==> config.mk <==
export PLATFORM = sky130hd
export DESIGN_NAME = lsf_frame_port
export DESIGN_NICKNAME = d
export VERILOG_FILES = /design/src/pkg/lsf_pkg.sv /design/src/hw/lsf_sync.sv /design/src/hw/lsf_irq.sv /design/src/hw/lsf_frame_port.sv
export VERILOG_INCLUDE_DIRS = /design/src /design/src/pkg
export SDC_FILE = /design/constraint.sdc
export NUM_CORES = 1
export LEC_CHECK = 0
export ABC_AREA = 1
export ABC_CLOCK_PERIOD_IN_PS = 14900
export BUFFER_PORTS_ARGS = -buffer_cell sky130_fd_sc_hd__buf_2
export CAP_MARGIN = 20
export CELL_PAD_IN_SITES_DETAIL_PLACEMENT = 0
export CELL_PAD_IN_SITES_GLOBAL_PLACEMENT = 1
export CORE_MARGIN = 2
export CORE_UTILIZATION = 35
export DETAILED_ROUTE_END_ITERATION = 10
export PLACE_DENSITY = 0.71
export SYNTH_ARGS = -nofsm -noshare
export SYNTH_HDL_FRONTEND = slang
export SYNTH_HIERARCHICAL = 1
export SYNTH_SLANG_ARGS = --single-unit
==> constraint.sdc <==
create_clock -name clk_i -period 14.9 [get_ports clk_i]
set_input_delay 0.745 -clock clk_i [delete_from_list [all_inputs] [get_ports clk_i]]
set_output_delay 0.745 -clock clk_i [all_outputs]
set_load 0.01 [all_outputs]
==> src/pkg/lsf_map.svh <==
`ifndef LSF_MAP_SVH
`define LSF_MAP_SVH

// Frame geometry
`define LSF_FRAME_LEN     194
`define LSF_FRAME_MSB     193
`define LSF_CH            16
`define LSF_GS_W          12
`define LSF_DC_W          6
`define LSF_FLT_W         16
// Input frame fields
`define LSF_BIT_LIGHT     193
`define LSF_BIT_TYPE      192
`define LSF_DC_FIELD_MSB  95
// Status frame fields
`define LSF_ST_OT_BIT     193
`define LSF_ST_FLT_MSB    192
`define LSF_ST_FLT_LSB    177

// Register byte addresses
`define LSF_ADR_CTRL      8'h00
`define LSF_ADR_STATE     8'h04
`define LSF_ADR_IRQ_STAT  8'h08
`define LSF_ADR_IRQ_MASK  8'h0C
`define LSF_PAGE_GS       2'b01
`define LSF_PAGE_DC       2'b10
// State register fields
`define LSF_ST_R_OT       16
`define LSF_ST_R_TYPE     17
`define LSF_ST_R_LIGHT    18
`define LSF_ST_R_BLOCK    19
// Control register fields and reset
`define LSF_CTRL_SOFT_POR 0
`define LSF_CTRL_RST      1'b0
// Interrupt events
`define LSF_EV_W          3
`define LSF_EV_GS         0
`define LSF_EV_DC         1
`define LSF_EV_FAULT      2
`define LSF_MASK_RST      3'h0

// Synchroniser width: por, ot, faults, latch, clock, data
`define LSF_SYNC_W        21

`endif

==> src/pkg/lsf_pkg.sv <==
package lsf_pkg;
`include "lsf_map.svh"
   typedef logic [`LSF_GS_W-1:0]      lsf_gs_t;
   typedef logic [`LSF_DC_W-1:0]      lsf_dc_t;
   typedef logic [`LSF_FRAME_MSB:0]   lsf_frame_t;
   typedef logic [`LSF_EV_W-1:0]      lsf_ev_t;
endpackage

==> src/hw/lsf_sync.sv <==
`timescale 1ns/100ps
module lsf_sync #(
   parameter int W = 1
) (
   // Clock and reset
   input  wire logic         clk_i,
   input  wire logic         rst_i,
   // Asynchronous inputs
   input  wire logic [W-1:0] d_i,
   // Synchronised level and one-cycle-late copy
   output logic      [W-1:0] q_o,
   output logic      [W-1:0] q_dly_o
);
   logic [W-1:0] meta;

   // Two-stage synchroniser plus history stage for edge detection
   always_ff @(posedge clk_i) begin
      if (rst_i) begin
         meta    <= '0;
         q_o     <= '0;
         q_dly_o <= '0;
      end else begin
         meta    <= d_i;
         q_o     <= meta;
         q_dly_o <= q_o;
      end
   end
endmodule

==> src/hw/lsf_irq.sv <==
`timescale 1ns/100ps
`include "lsf_map.svh"
module lsf_irq (
   // Clock and reset
   input  wire logic                 clk_i,
   input  wire logic                 rst_i,
   // Events, mask and clear
   input  wire logic [`LSF_EV_W-1:0] event_i,
   input  wire logic [`LSF_EV_W-1:0] mask_i,
   input  wire logic [`LSF_EV_W-1:0] clear_i,
   // Sticky status and level interrupt
   output logic      [`LSF_EV_W-1:0] status_o,
   output logic                      irq_o
);
   // Sticky bits, a new event beats a clear
   always_ff @(posedge clk_i) begin
      if (rst_i) begin
         status_o <= '0;
      end else begin
         status_o <= (status_o & ~clear_i) | event_i;
      end
   end

   // Level interrupt while any unmasked bit is set
   assign irq_o = |(status_o & mask_i);
endmodule

==> src/hw/lsf_frame_port.sv <==
`timescale 1ns/100ps
`include "lsf_map.svh"
module lsf_frame_port (
   // Clock and reset
   input  wire logic                               clk_i,
   input  wire logic                               rst_i,
   // Wishbone slave
   input  wire logic                               wb_cyc_i,
   input  wire logic                               wb_stb_i,
   input  wire logic                               wb_we_i,
   input  wire logic [7:0]                         wb_adr_i,
   input  wire logic [3:0]                         wb_sel_i,
   input  wire logic [31:0]                        wb_dat_i,
   output logic      [31:0]                        wb_dat_o,
   output logic                                    wb_ack_o,
   output logic                                    irq_o,
   // Serial link inputs
   input  wire logic                               latch_in_i,
   input  wire logic                               shift_clock_in_i,
   input  wire logic                               serial_in_i,
   // Serial link outputs to the next chip
   output logic                                    latch_out_o,
   output logic                                    shift_clock_out_o,
   output logic                                    serial_out_o,
   // Analog side
   input  wire logic                               por_i,
   input  wire logic                               overheat_flag_i,
   input  wire logic [`LSF_FLT_W-1:0]              channel_fault_flags_i,
   // Settings to the current sinks
   output logic                                    frame_type_reg_o,
   output logic                                    light_all_o,
   output logic      [`LSF_CH*`LSF_GS_W-1:0]       grayscale_level_o,
   output logic      [`LSF_CH*`LSF_DC_W-1:0]       dot_correction_o
);
   logic [`LSF_SYNC_W-1:0]  sync_q;
   logic [`LSF_SYNC_W-1:0]  sync_d;
   logic                    por_s2,  por_s3;
   logic                    ot_s2,   ot_s3;
   logic [`LSF_FLT_W-1:0]   flt_s2,  flt_s3;
   logic                    ld_s2,   ld_s3;
   logic                    ck_s2,   ck_s3;
   logic                    sd_s2,   sd_s3;
   logic                    soft_por;
   logic                    blocked;
   logic                    core_rst;
   logic                    ck_rise;
   logic                    ld_rise;
   lsf_pkg::lsf_frame_t     chain;
   lsf_pkg::lsf_gs_t        gs_q [`LSF_CH];
   lsf_pkg::lsf_dc_t        dc_q [`LSF_CH];
   lsf_pkg::lsf_ev_t        events;
   lsf_pkg::lsf_ev_t        irq_mask;
   lsf_pkg::lsf_ev_t        irq_status;
   lsf_pkg::lsf_ev_t        irq_clear;
   logic                    wb_hit;
   logic                    wb_wr;
   logic [31:0]             rd_word;

   // Grayscale field of one channel in an input frame
   function automatic lsf_pkg::lsf_gs_t gs_field(input lsf_pkg::lsf_frame_t f, input int ch);
      return f[ch*`LSF_GS_W +: `LSF_GS_W];
   endfunction

   // Dot correction field of one channel in a frame
   function automatic lsf_pkg::lsf_dc_t dc_field(input lsf_pkg::lsf_frame_t f, input int ch);
      return f[ch*`LSF_DC_W +: `LSF_DC_W];
   endfunction

   // Status frame: overheat on top, faults below, corrections at the bottom
   function automatic lsf_pkg::lsf_frame_t build_status(
      input logic                          ot,
      input logic [`LSF_FLT_W-1:0]         flt,
      input logic [`LSF_CH*`LSF_DC_W-1:0]  dcv);
      lsf_pkg::lsf_frame_t f;
      f = '0;
      f[`LSF_ST_OT_BIT] = ot;
      f[`LSF_ST_FLT_MSB:`LSF_ST_FLT_LSB] = flt;
      f[`LSF_DC_FIELD_MSB:0] = dcv;
      return f;
   endfunction

   // Link and analog-side pins pass two flip-flops, bus pins do not
   assign sync_d = {por_i, overheat_flag_i, channel_fault_flags_i,
                    latch_in_i, shift_clock_in_i, serial_in_i};

   lsf_sync #(
      .W       (`LSF_SYNC_W)
   ) u_sync (
      .clk_i   (clk_i),
      .rst_i   (rst_i),
      .d_i     (sync_d),
      .q_o     (sync_q),
      .q_dly_o ({por_s3, ot_s3, flt_s3, ld_s3, ck_s3, sd_s3})
   );

   assign {por_s2, ot_s2, flt_s2, ld_s2, ck_s2, sd_s2} = sync_q;

   // Power-on reset, from the pin or from software
   assign blocked  = por_s2 | soft_por;
   assign core_rst = rst_i | blocked;

   // Edge detection on the link, inputs ignored while blocked
   assign ck_rise = ck_s2 & ~ck_s3 & ~blocked;
   assign ld_rise = ld_s2 & ~ld_s3 & ~blocked;

   // Shift chain: parallel load on latch, else shift on clock rise
   always_ff @(posedge clk_i) begin
      if (rst_i) begin
         chain <= '0;
      end else if (ld_rise) begin
         chain <= build_status(ot_s2, flt_s2, dot_correction_o);
      end else if (ck_rise) begin
         chain <= {chain[`LSF_FRAME_MSB-1:0], sd_s3};
      end
   end

   // Last stage drives the serial output, MSB leaves first
   assign serial_out_o = chain[`LSF_FRAME_MSB];

   // Forwarded clock and latch share one delay path
   always_ff @(posedge clk_i) begin
      if (rst_i) begin
         shift_clock_out_o <= 1'b0;
         latch_out_o       <= 1'b0;
      end else begin
         shift_clock_out_o <= ck_s2 & ~blocked;
         latch_out_o       <= ld_s2 & ~blocked;
      end
   end

   // Command bits taken on each latch event
   always_ff @(posedge clk_i) begin
      if (core_rst) begin
         frame_type_reg_o <= 1'b0;
         light_all_o      <= 1'b0;
      end else if (ld_rise) begin
         frame_type_reg_o <= chain[`LSF_BIT_TYPE];
         light_all_o      <= chain[`LSF_BIT_LIGHT];
      end
   end

   // Per-channel fields, selected by the incoming type bit
   always_ff @(posedge clk_i) begin
      if (core_rst) begin
         for (int i = 0; i < `LSF_CH; i++) begin
            gs_q[i] <= '0;
            dc_q[i] <= '0;
         end
      end else if (ld_rise) begin
         for (int i = 0; i < `LSF_CH; i++) begin
            if (!chain[`LSF_BIT_TYPE]) begin
               gs_q[i] <= gs_field(chain, i);
            end else begin
               dc_q[i] <= dc_field(chain, i);
            end
         end
      end
   end

   // Flatten stored fields toward the sinks
   always_comb begin
      grayscale_level_o = '0;
      dot_correction_o  = '0;
      for (int i = 0; i < `LSF_CH; i++) begin
         grayscale_level_o[i*`LSF_GS_W +: `LSF_GS_W] = gs_q[i];
         dot_correction_o[i*`LSF_DC_W +: `LSF_DC_W]  = dc_q[i];
      end
   end

   // Interrupt events
   always_comb begin
      events                = '0;
      events[`LSF_EV_GS]    = ld_rise & ~chain[`LSF_BIT_TYPE];
      events[`LSF_EV_DC]    = ld_rise &  chain[`LSF_BIT_TYPE];
      events[`LSF_EV_FAULT] = |({ot_s2, flt_s2} & ~{ot_s3, flt_s3});
   end

   lsf_irq u_irq (
      .clk_i    (clk_i),
      .rst_i    (rst_i),
      .event_i  (events),
      .mask_i   (irq_mask),
      .clear_i  (irq_clear),
      .status_o (irq_status),
      .irq_o    (irq_o)
   );

   // Wishbone handshake: request seen, ack one cycle later
   assign wb_hit = wb_cyc_i & wb_stb_i & ~wb_ack_o;
   assign wb_wr  = wb_cyc_i & wb_stb_i & wb_ack_o & wb_we_i;

   always_ff @(posedge clk_i) begin
      if (rst_i) begin
         wb_ack_o <= 1'b0;
      end else begin
         wb_ack_o <= wb_hit;
      end
   end

   // Read of status clears exactly the bits returned
   always_comb begin
      irq_clear = '0;
      if (wb_cyc_i && wb_stb_i && wb_ack_o && !wb_we_i && wb_adr_i == `LSF_ADR_IRQ_STAT) begin
         irq_clear = wb_dat_o[`LSF_EV_W-1:0];
      end
   end

   // Writes take effect on the edge that sees ack
   always_ff @(posedge clk_i) begin
      if (rst_i) begin
         soft_por <= `LSF_CTRL_RST;
         irq_mask <= `LSF_MASK_RST;
      end else if (wb_wr && wb_sel_i[0]) begin
         if (wb_adr_i == `LSF_ADR_CTRL) begin
            soft_por <= wb_dat_i[`LSF_CTRL_SOFT_POR];
         end
         if (wb_adr_i == `LSF_ADR_IRQ_MASK) begin
            irq_mask <= wb_dat_i[`LSF_EV_W-1:0];
         end
      end
   end

   // Read mux, unmapped addresses read zero
   always_comb begin
      rd_word = '0;
      if (wb_adr_i[7:6] == `LSF_PAGE_GS && wb_adr_i[1:0] == 2'b00) begin
         rd_word[`LSF_GS_W-1:0] = gs_q[wb_adr_i[5:2]];
      end else if (wb_adr_i[7:6] == `LSF_PAGE_DC && wb_adr_i[1:0] == 2'b00) begin
         rd_word[`LSF_DC_W-1:0] = dc_q[wb_adr_i[5:2]];
      end else begin
         case (wb_adr_i)
            `LSF_ADR_CTRL: begin
               rd_word[`LSF_CTRL_SOFT_POR] = soft_por;
            end
            `LSF_ADR_STATE: begin
               rd_word[`LSF_FLT_W-1:0]   = flt_s2;
               rd_word[`LSF_ST_R_OT]     = ot_s2;
               rd_word[`LSF_ST_R_TYPE]   = frame_type_reg_o;
               rd_word[`LSF_ST_R_LIGHT]  = light_all_o;
               rd_word[`LSF_ST_R_BLOCK]  = blocked;
            end
            `LSF_ADR_IRQ_STAT: begin
               rd_word[`LSF_EV_W-1:0] = irq_status;
            end
            `LSF_ADR_IRQ_MASK: begin
               rd_word[`LSF_EV_W-1:0] = irq_mask;
            end
            default: begin
               rd_word = '0;
            end
         endcase
      end
   end

   // Read data registered with the ack
   always_ff @(posedge clk_i) begin
      if (rst_i) begin
         wb_dat_o <= '0;
      end else if (wb_hit) begin
         wb_dat_o <= rd_word;
      end
   end
endmodule

* Word-level counts from Yosys, hierarchy flattened
Memory sizes are Yosys's and may differ from the RTL's. Cells that the tools add are included.
Word-level totals: flip-flop bits (word level) 300, bits in writable memories 288, input bits 70, memories kept 2
Memories:
- gs_q | words 16, bits a word 12, read ports 17, clocked after Yosys merged registers in 0, write ports 16, line lsf_frame_port.sv:49 | lsf_pkg::lsf_gs_t gs_q [`LSF_CH];
- dc_q | words 16, bits a word 6, read ports 17, clocked after Yosys merged registers in 0, write ports 16, line lsf_frame_port.sv:50 | lsf_pkg::lsf_dc_t dc_q [`LSF_CH];
Operators by class: equality and inequality tests 5, muxes and demuxes 52, bitwise gates (word level) 57, reductions and logical operators 16
Operator list (number):
- $mux W194 | 2
- $mux W12 | 17
- $mux W6 | 17
- $or A1 B1 Y1 | 34
- $mux W20 | 1
- $and A17 B17 Y17 | 1
- $mux W17 | 1
- $not A17 Y17 | 1
- $reduce_or A17 Y1 | 1
- $eq A8 B4 Y1 const B | 2
- $mux W14 | 1
- $and A1 B1 Y1 | 12
- $mux W1 | 10
- $eq A8 B3 Y1 const B | 1
- $logic_not A8 Y1 | 1
- $logic_and A1 B1 Y1 | 7
- $and A3 B3 Y3 | 2
- $pmux W2 S3 | 1
- $not A1 Y1 | 5
- $pmux W1 S4 | 1
- $reduce_and A2 Y1 | 2
- $mux W3 | 1
- $not A3 Y3 | 1
- $or A3 B3 Y3 | 1
- 7 further kinds | 7

* Depth between registers and ports, before layout
Gate-level depths: netlist of run 1.
word-level depth 8, gate-level depth with buffers 14, gate-level depth less buffers 12

* Hierarchy
Netlist of run 1, hierarchy kept.
By module, submodules not included:
- lsf_frame_port | times used 1, cells each 2562, area each 22333.9 µm², seq. area each 13112.6 µm²
- lsf_sync | times used 1, cells each 196, area each 1813.0 µm², seq. area each 1261.2 µm²
- lsf_irq | times used 1, cells each 19, area each 125.1 µm², seq. area each 60.1 µm²

* Worst setup path after synthesis of run 1
OpenSTA, ideal clock, no wires.
path type flip-flop to flip-flop, start point register soft_por, end point memory gs_q[0][0] (netlist name) (enable), library setup time 1.012 ns, data arrival time 14.269 ns, data required time 13.888 ns, slack -0.381 ns, stages on the path, launching flop included 5, buffers on the path 1, clock period less this slack 15.281 ns, cell sequence dfxtp_1 > nor2_1 > nand2_1 > clkbuf_1 > o21ai_0
RTL lines:
- start: declaration | line lsf_frame_port.sv:43 | logic soft_por;
- start signal: assignment | line lsf_frame_port.sv:211 | soft_por <= `LSF_CTRL_RST;
- start signal: assignment | line lsf_frame_port.sv:215 | soft_por <= wb_dat_i[`LSF_CTRL_SOFT_POR];
- end: declaration | line lsf_frame_port.sv:49

* Worst setup path in the final report of run 1
start point register soft_por, end point register chain[77]
Between the ends: cells in the longest elaborated chain, start to end 4, elaborated cells on any way between the ends 6
RTL lines:
- $or A1 B1 Y1 * | line lsf_frame_port.sv:99 | assign blocked = por_s2 | soft_por;
- $not A1 Y1 * | line lsf_frame_port.sv:103, lsf_frame_port.sv:104
- $and A1 B1 Y1, on equally long branches | line lsf_frame_port.sv:104, lsf_frame_port.sv:103
- $mux W194 or $reduce_bool A2 Y1 (tied branches)
- end signal: assignment | line lsf_frame_port.sv:111 | chain <= build_status(ot_s2, flt_s2, dot_correction_o);
- end signal: assignment | line lsf_frame_port.sv:113 | chain <= {chain[`LSF_FRAME_MSB-1:0], sd_s3};
- end: declaration | line lsf_frame_port.sv:48 | lsf_pkg::lsf_frame_t chain;
Mark *: on every way between the ends. The rest lies on a longest branch, timed or not. A chain may end at the register's enable or synchronous reset.

==> run summary, run 1 <==
Status = finished, final reports clean
Clock Tree Buf Depth = 3
All-Layer GR Usage = 0.2429
Postcts setup bufs = 0
Max FO, Critical Path = 83
Max Fclk = 255.6 MHz
Core box area = 68590 um^2
Die ar. = 71390 um^2
RePlAce Congestion = 0.8733
Syn. warnings = 6
Setup TNS = 0 ps
Reg2Reg Depth = 10
Worst-skew pair later-pin latency = 630 ps
Max_cap viols = 0
Drt pass-1 iters = 6
R2R Path End = chain[77]$_SDFFE_PP0P_
Hpwl dp = 60.99 mm
Global-route wire length before repair = 128.8 mm
Gr busiest metal = met2
Final instance area = 28620 um^2
WL final = 89.29 mm
Clk slew on worst S/H paths = 60 ps
Initial antenna violation count = 8
Final period util = 0.2625
Setup crit start kind = register
Final Hold Viols = 0
Starting Density = 0.3535
Vias per inst = 5.087
HP Class = in -> reg
Worst Setup SP = soft_por$_SDFFE_PP0P_
Vias in the first global route = 19790
GRT met3 Usage = 0.06206
Worst-Margin Slew = 1167 ps
Maximum VDD drop = 0.00009603 V
Total CTS buffers = 60
Worst Path Class, Setup = reg -> reg
Hold buffers post-CTS = 0
Drt drc = 0
Antenna Nets Post-Route = 0
Clk_skew = 26.29 ps
Mapped Cells = 2774
Die width = 267.2 um
Pins Over Slew Limit = 0
Clock Sink Count = 576
P&R area growth vs syn = 18.05%
Overall power = 3.676 mW
Worst EP arrival = 4440 ps
LEAKAGE = 12.05 nW
Nets = 3114
Flop-to-flop setup slack = 10990 ps
Util after Layout = 0.4173
Pin count of the biggest net entering global routing = 121
Max-slew headroom = 0.2217
Final min period = 3912 ps
Met2 Resource Use GR = 0.3912
CTS resizes = 0
Iteration-0 DRC Markers = 2500
Crit. End Element = register
TritonCTS clock tree = built
Mapped cell area = 24240 um^2
Post-Syn Area per Cell = 8.740 um^2
CTS Root Buffer Type = clkbuf_16
Total gr overflow = 0
H-tree depth = 2
FF-to-FF Start = soft_por$_SDFFE_PP0P_
Die height = 267.2 um
# setup viols final = 0
Layout cells sized above 1 = 0.1651
Cell row count = 96
IO Port Bufs = 352
Avg WL per Cell = 22.16 um
# IOs = 397
Met1 usage = 0.3183
Placement-stage cell area = 26610 um^2
RSZ-0062 raised after global routing = false
WP data required = 15430 ps
Via count = 20490
Power per cell area = 128.4 nW/um^2
Worst setup path end = chain[77]$_SDFFE_PP0P_
==> per-stage QoR <==
stage          hold WS, ps  std cells  setup WS [ps]
4_1_cts              284.6       4027          11110
5_1_grt              315.0       4027          10810
2_1_floorplan        388.3       2785           4821
6_report             320.8       4029          10990
3_3_place_gp         396.0       3913          11060
3_5_place_dp         395.7       3913          11060
==> registers in the layout, summed over array words and instances (netlist names) <==
signal	cells
wb_ack_o	1
gs_q	192
shift_clock_out_o	1
irq_mask	3
wb_dat_o	20
light_all_o	1
latch_out_o	1
frame_type_reg_o	1
dc_q	96
u_sync/q_dly_o	20
u_irq/status_o	3
chain	194
u_sync/meta	21
u_sync/q_o	21
soft_por	1
==> placed cells by master, fill, tap and decap left out, types with 62 or more instances in the layout <==
cell type	n
nor2_1	553
inv_1	434
nand2_1	407
buf_2	351
dfxtp_1	288
edfxtp_1	288
a21oi_1	152
nand3_1	143
a211oi_1	81
clkbuf_16	62
==> per-layer routing <==
| layer | vias up | wire length, um |
|---|---|---|
| met2 | 945 | 41230 |
| met4 | 10 | 2520 |
| li1 | 9504 | - |
| met1 | 9895 | 36380 |
| met5 | - | 59 |
| met3 | 140 | 9100 |
==> worst min-delay path by stage <==
stage                                   start                      endpoint  slack, ps  cells past startpoint
floorplan            u_sync/q_o[0]$_SDFF_PP0_  u_sync/q_dly_o[0]$_SDFF_PP0_        390                      2
detailed placement  u_sync/meta[2]$_SDFF_PP0_      u_sync/q_o[2]$_SDFF_PP0_        400                      2
finish                             latch_in_i     u_sync/meta[2]$_SDFF_PP0_        320                      3
global route        channel_fault_flags_i[15]    u_sync/meta[18]$_SDFF_PP0_        310                      3
global placement    u_sync/meta[1]$_SDFF_PP0_      u_sync/q_o[1]$_SDFF_PP0_        400                      2
CTS                                latch_in_i     u_sync/meta[2]$_SDFF_PP0_        280                      3
==> power by group <==
group / total, mW / internal, mW / switching (mW) / leakage (nW)
Sequential: 1.80 / 1.74 / 0.0607 / 5.39
Combinational: 0.331 / 0.0873 / 0.244 / 5.66
Clock: 1.54 / 0.891 / 0.651 / 0.994
Total: 3.68 / 2.72 / 0.956 / 12.1
==> area by class of cell <==
class | count | area [um^2]
Antenna cell | 2 | 5.005
Sequential cell | 576 | 14410
Timing Repair Buffer | 382 | 1989
Clock buffer | 79 | 1665
Clock inverter | 35 | 344.1
Fill cell | 6897 | 39960
Multi-Input combinational cell | 1580 | 7370
Tap cell | 931 | 1165
Inverter | 444 | 1669
==> critical path, cell delays in order (launching register included) <==
cell      delay (ps)
dfxtp_1          370
nor2_1           380
nand2_4          400
inv_2            120
buf_4            880
nor2_2            80
clkinv_2         210
buf_4            770
o221ai_1         220
nand2_1          110
inv_1             50
Note: power is estimated with default switching activity, not from simulation.
==> run 2, diff against run 1 <==
- ABC_CLOCK_PERIOD_IN_PS: 14900 -> 3750
- PLACE_DENSITY: 0.71 -> 0.69
- clock period: 14.9 -> 3.75 ns (I/O delays scaled with it)
==> run summary, run 2 (same netlist as run 1, synthesis figures left out) <==
Pins Over Slew Limit = 0
IO Port Bufs = 352
WL final = 89.73 mm
Worst hold start = wb_adr_i[6]
Max reg flops = 194
Worst-skew pair later-pin latency = 630 ps
Pin count of the biggest net entering global routing = 194
Crit. End Element = register
# setup viols final = 0
Worst EP arrival = 3090 ps
Biggest register = chain
Max FO, Critical Path = 24
Vias per inst = 5.049
Final Hold Viols = 0
Max-slew headroom = 0.2924
Fill cells = 6825
Vias in the first global route = 19800
Maximum VDD drop = 0.0003100 V
Slowest stage delay, CP = 550 ps
Drt pass-1 iters = 5
Crit path max-delay family = buffers and inverters
Worst-Margin Slew = 1056 ps
Hold WS = 74.64 ps
P&R area growth vs syn = 21.91%
Nets = 3183
Antenna Nets Post-Route = 0
Total gr overflow = 0
RSZ-0062 raised after global routing = false
CP cell instances = nor2_4 > nand2_4 > inv_2 > nor2_2 > inv_2 > buf_4 > o221ai_1 > nand2_1 > inv_1
Worst Path Class, Setup = reg -> reg
Logic pwr share = 0.090
Clk slew on worst S/H paths = 60 ps
Total CTS buffers = 66
Number of buffers and inverters on the critical path = 4
Core box area = 68590 um^2
Starting Density = 0.3535
Avg WL per Cell = 21.90 um
Max Fclk = 385.2 MHz
Switch Pwr = 3.953 mW
Most common cell after layout, fill and taps aside = nor2_1
Final period util = 0.6924
Final min period = 2596 ps
Biggest regs = chain x194, gs_q x192, dc_q x96
Slowest-stage cell, CP = inv_2
Clk pwr share = 0.439
All-Layer GR Usage = 0.2445
Most frequent cells in the layout = nor2_1 (551), inv_1 (433), nand2_1 (407), buf_2 (351), edfxtp_1 (288)
# IOs = 397
LEAKAGE = 12.51 nW
Iteration-0 DRC Markers = 2110
Cell row count = 96
Initial antenna violation count = 5
Max_cap viols = 0
Switch share = 0.2595
WP data required = 4240 ps
CTS Root Buffer Type = clkbuf_16
Clk_skew = 37.98 ps
Setup crit start kind = register
Most used cell, CP = inv_2
Drt drc = 0
Worst Setup SP = soft_por$_SDFFE_PP0P_
Hpwl dp = 62.18 mm
Global-route wire length before repair = 129.0 mm
Die height = 267.2 um
H-tree depth = 3
Ant. Diodes = 0
RePlAce Congestion = 0.8715
Layout cells sized above 1 = 0.1718
Internal power = 11.28 mW
Via count = 20690
Overall power = 15.23 mW
TritonCTS clock tree = built
FF-to-FF Start = soft_por$_SDFFE_PP0P_
Power per cell area = 515.3 nW/um^2
Die width = 267.2 um
HP Class = in -> reg
Seq pwr share = 0.471
Clock Tree Buf Depth = 3
Die ar. = 71390 um^2
Clock Sink Count = 576
Status = finished, final reports clean
==> run 2: changes by cell type in the layout (fill, tap and decap cells not counted), sizes merged, moves of 3 or more <==
cell,change
buf,+18
clkinv,-10
dlygate4sd3,+45
clkbuf,+13
clkinvlp,+3
==> run 2: power groups by stage <==
stage	logic (mW)	registers [mW]	clock network, mW
floorplan	0.663	7.29	0
global placement	1.33	7.30	0
detailed placement	1.34	7.30	0
CTS	1.38	7.17	6.78
global route	1.49	7.19	7.03
finish	1.38	7.17	6.69
==> run 2: worst paths after layout <==
| kind | end | slack [ps] | cells after the start |
|---|---|---|---|
| max reg2reg | chain[186]$_SDFFE_PP0P_ | 1150 | 9 |
| min reg2reg | u_sync/q_o[4]$_SDFF_PP0_ | 400 | 2 |
| max | chain[186]$_SDFFE_PP0P_ | 1150 | 9 |
| min | wb_dat_o[2]$_SDFFE_PP0P_ | 70 | 6 |
==> run 2: layout make-up <==
type                            instances  area (um^2)  share of cell area
Sequential cell                       576        14420              0.4877
Multi-Input combinational cell       1580         7371              0.2494
Inverter                              444         1668             0.05643
Tap cell                              931         1165             0.03941
Clock inverter                         30        356.6             0.01206
Timing Repair Buffer                  445         2700             0.09135
Clock buffer                           92         1881             0.06362
==> run 2: per-stage QoR <==
step | util | area (um^2) | TNS (ps) | setup WS (ps) | cells
after floorplan | - | 24330 | -101590 | -527.6 | 2785
after global placement | 0.3918 | 26870 | 0 | 1164 | 3931
after detailed placement | 0.3918 | 26870 | 0 | 1170 | 3931
after CTS | 0.4310 | 29560 | 0 | 1187 | 4098
after global routing | 0.4310 | 29560 | 0 | 1005 | 4098
final | 0.4310 | 29560 | 0 | 1154 | 4098
==> run 2: worst min-delay path, stage by stage <==
cell	delay (ps)
buf_2	90
nor3_1	110
nand2_1	100
nand2_1	50
nand2_1	60
a21oi_1	50
==> run 2: metal layers <==
layer | GRT usage | share of wire | up-vias
met5 | 0 | 0.00074 | -
met4 | 0.09019 | 0.033 | 10
met3 | 0.06537 | 0.096 | 153
met2 | 0.3890 | 0.46 | 865
met1 | 0.3185 | 0.41 | 10020
li1 | - | - | 9641
==> run 2: repair_timing <==
action | in CTS | in global routing
buffers inserted | 0 | 0
gates resized for setup | 0 | 0
hold endpoints to repair | 36 | 0
hold buffers | 45 | 0
==> run 3, diff against run 2 <==
- ABC_AREA: 1 -> 0
- ABC_CLOCK_PERIOD_IN_PS: 3750 -> 2500
- PLACE_DENSITY: 0.69 -> 0.66
- clock period: 3.75 -> 2.5 ns (I/O delays scaled with it)
==> run summary, run 3 <==
R2R Path End = chain[93]$_SDFFE_PP0P_
Placement-stage cell area = 26900 um^2
WHS Path Cells = 5
Final period util = 0.8666
Hpwl dp = 58.04 mm
Status = finished, final reports clean
Mapped Cells = 2152
Total gr overflow = 0
RePlAce Congestion = 0.8660
LEAKAGE = 11.40 nW
Antenna Nets Post-Route = 0
Cell row count = 95
Avg WL per Cell = 23.96 um
Power per cell area = 761.9 nW/um^2
Fill cells = 6353
Final instance area = 29330 um^2
Post-Syn Area per Cell = 11.12 um^2
# IOs = 397
Crit. End Element = register
FF-to-FF Start = soft_por$_SDFFE_PP0P_
RSZ-0062 raised after global routing = false
Hold buffers post-CTS = 28
IO Port Bufs = 352
Core box area = 67400 um^2
Flop-to-flop setup slack = 330 ps
Biggest register = chain
Max reg flops = 194
# setup viols final = 0
Drt pass-1 iters = 7
WP data required = 3020 ps
TritonCTS clock tree = built
Die width = 265.5 um
Most frequent cells in the layout = nand2_1 (415), buf_2 (349), and2_1 (295), edfxtp_1 (288), dfxtp_1 (286)
Mapped cell area = 23930 um^2
Reg2Reg Depth = 5
H-tree depth = 2
Pin count of the biggest net entering global routing = 194
Max-slew headroom = 0.2592
Reg area = 14420 um^2
Setup crit start kind = register
Worst-Margin Slew = 1111 ps
Drt drc = 0
Die height = 265.5 um
Worst-skew pair later-pin latency = 640 ps
Final Hold Viols = 0
Via count = 17980
Worst min-delay path endpoint = wb_dat_o[6]$_SDFFE_PP0P_
Global-route wire length before repair = 118.2 mm
Starting Density = 0.3551
Biggest regs = chain x194, gs_q x192, dc_q x96
Worst EP arrival = 2680 ps
Max Fclk = 461.6 MHz
Vias in the first global route = 17350
CTS Root Buffer Type = clkbuf_16
Clk_skew = 22.09 ps
Most common cell after layout, fill and taps aside = nand2_1
Clock Tree Buf Depth = 3
Worst hold start = wb_adr_i[0]
Clock Sink Count = 576
Max FO, Critical Path = 193
Final instance count without filler cells = 3418
CTS resizes = 0
Max_cap viols = 0
Util after Layout = 0.4352
Vias per inst = 5.259
Maximum VDD drop = 0.0006081 V
P&R area growth vs syn = 22.56%
Pins Over Slew Limit = 0
Clk slew on worst S/H paths = 60 ps
HP Class = in -> reg
Total CTS buffers = 61
Layout cells sized above 1 = 0.2333
All-Layer GR Usage = 0.2261
Area of the multi-input gates = 8780 um^2
Initial antenna violation count = 5
Worst Path Class, Setup = reg -> reg
Overall power = 22.35 mW
Syn. warnings = 6
Final min period = 2166 ps
Iteration-0 DRC Markers = 1705
Postcts setup bufs = 0
WL final = 81.91 mm
Post-Place Cells = 3273
Die ar. = 70480 um^2
Nets = 2561
run 3: through the flow:
step	setup TNS, ps	hold slack (ps)	setup WS [ps]
after global routing	0	85.16	267.7
final	0	66.76	333.6
after global placement	0	338.0	300.6
after detailed placement	0	343.8	282.2
after floorplan	-390470	194.1	-2034
after CTS	0	32.16	419.5
run 3: worst max path at each step:
| stage | startpoint | end | slack (ps) |
|---|---|---|---|
| 2_1_floorplan | u_sync/q_o[20]$_SDFF_PP0_ | gs_q[0][0]$_SDFFCE_PN0P_ | -2030 |
| 3_3_place_gp | wb_adr_i[3] | wb_dat_o[11]$_SDFFE_PP0P_ | 300 |
| 3_5_place_dp | wb_adr_i[3] | wb_dat_o[8]$_SDFFE_PP0P_ | 280 |
| 4_1_cts | soft_por$_SDFFE_PP0P_ | gs_q[4][4]$_SDFFCE_PN0P_ | 420 |
| 5_1_grt | soft_por$_SDFFE_PP0P_ | chain[88]$_SDFFE_PP0P_ | 270 |
| 6_report | soft_por$_SDFFE_PP0P_ | chain[93]$_SDFFE_PP0P_ | 330 |
run 3: power breakdown:
group	internal [mW]	total [mW]	leakage, nW	switching [mW]
Combinational	0.718	1.91	4.95	1.19
Sequential	10.4	10.8	5.40	0.440
Clock	5.78	9.64	1.06	3.86
run 3: final cells by class:
cell class / instances / share of cell area
sequential: 576 / 0.4916
multi-input combinational: 1394 / 0.2994
timing repair buffer: 436 / 0.09586
clock buffer: 90 / 0.06241
tap: 873 / 0.03724
clock inverter: 24 / 0.01049
inverter: 22 / 0.002816
antenna: 3 / 0.0002560
run 3: per-layer routing:
metal	routed length [um]	up-vias	GRT usage
li1	-	8217	-
met1	33680	8944	0.2968
met2	38000	685	0.3594
met3	7578	125	0.06610
met4	2628	4	0.07177
met5	25	-	0
run 3: critical path: stages (launching register included):
cell	delay (ps)
dfxtp_2	430
nor2_2	80
nand3b_1	290
buf_12	470
nor2_1	80
a311oi_1	310
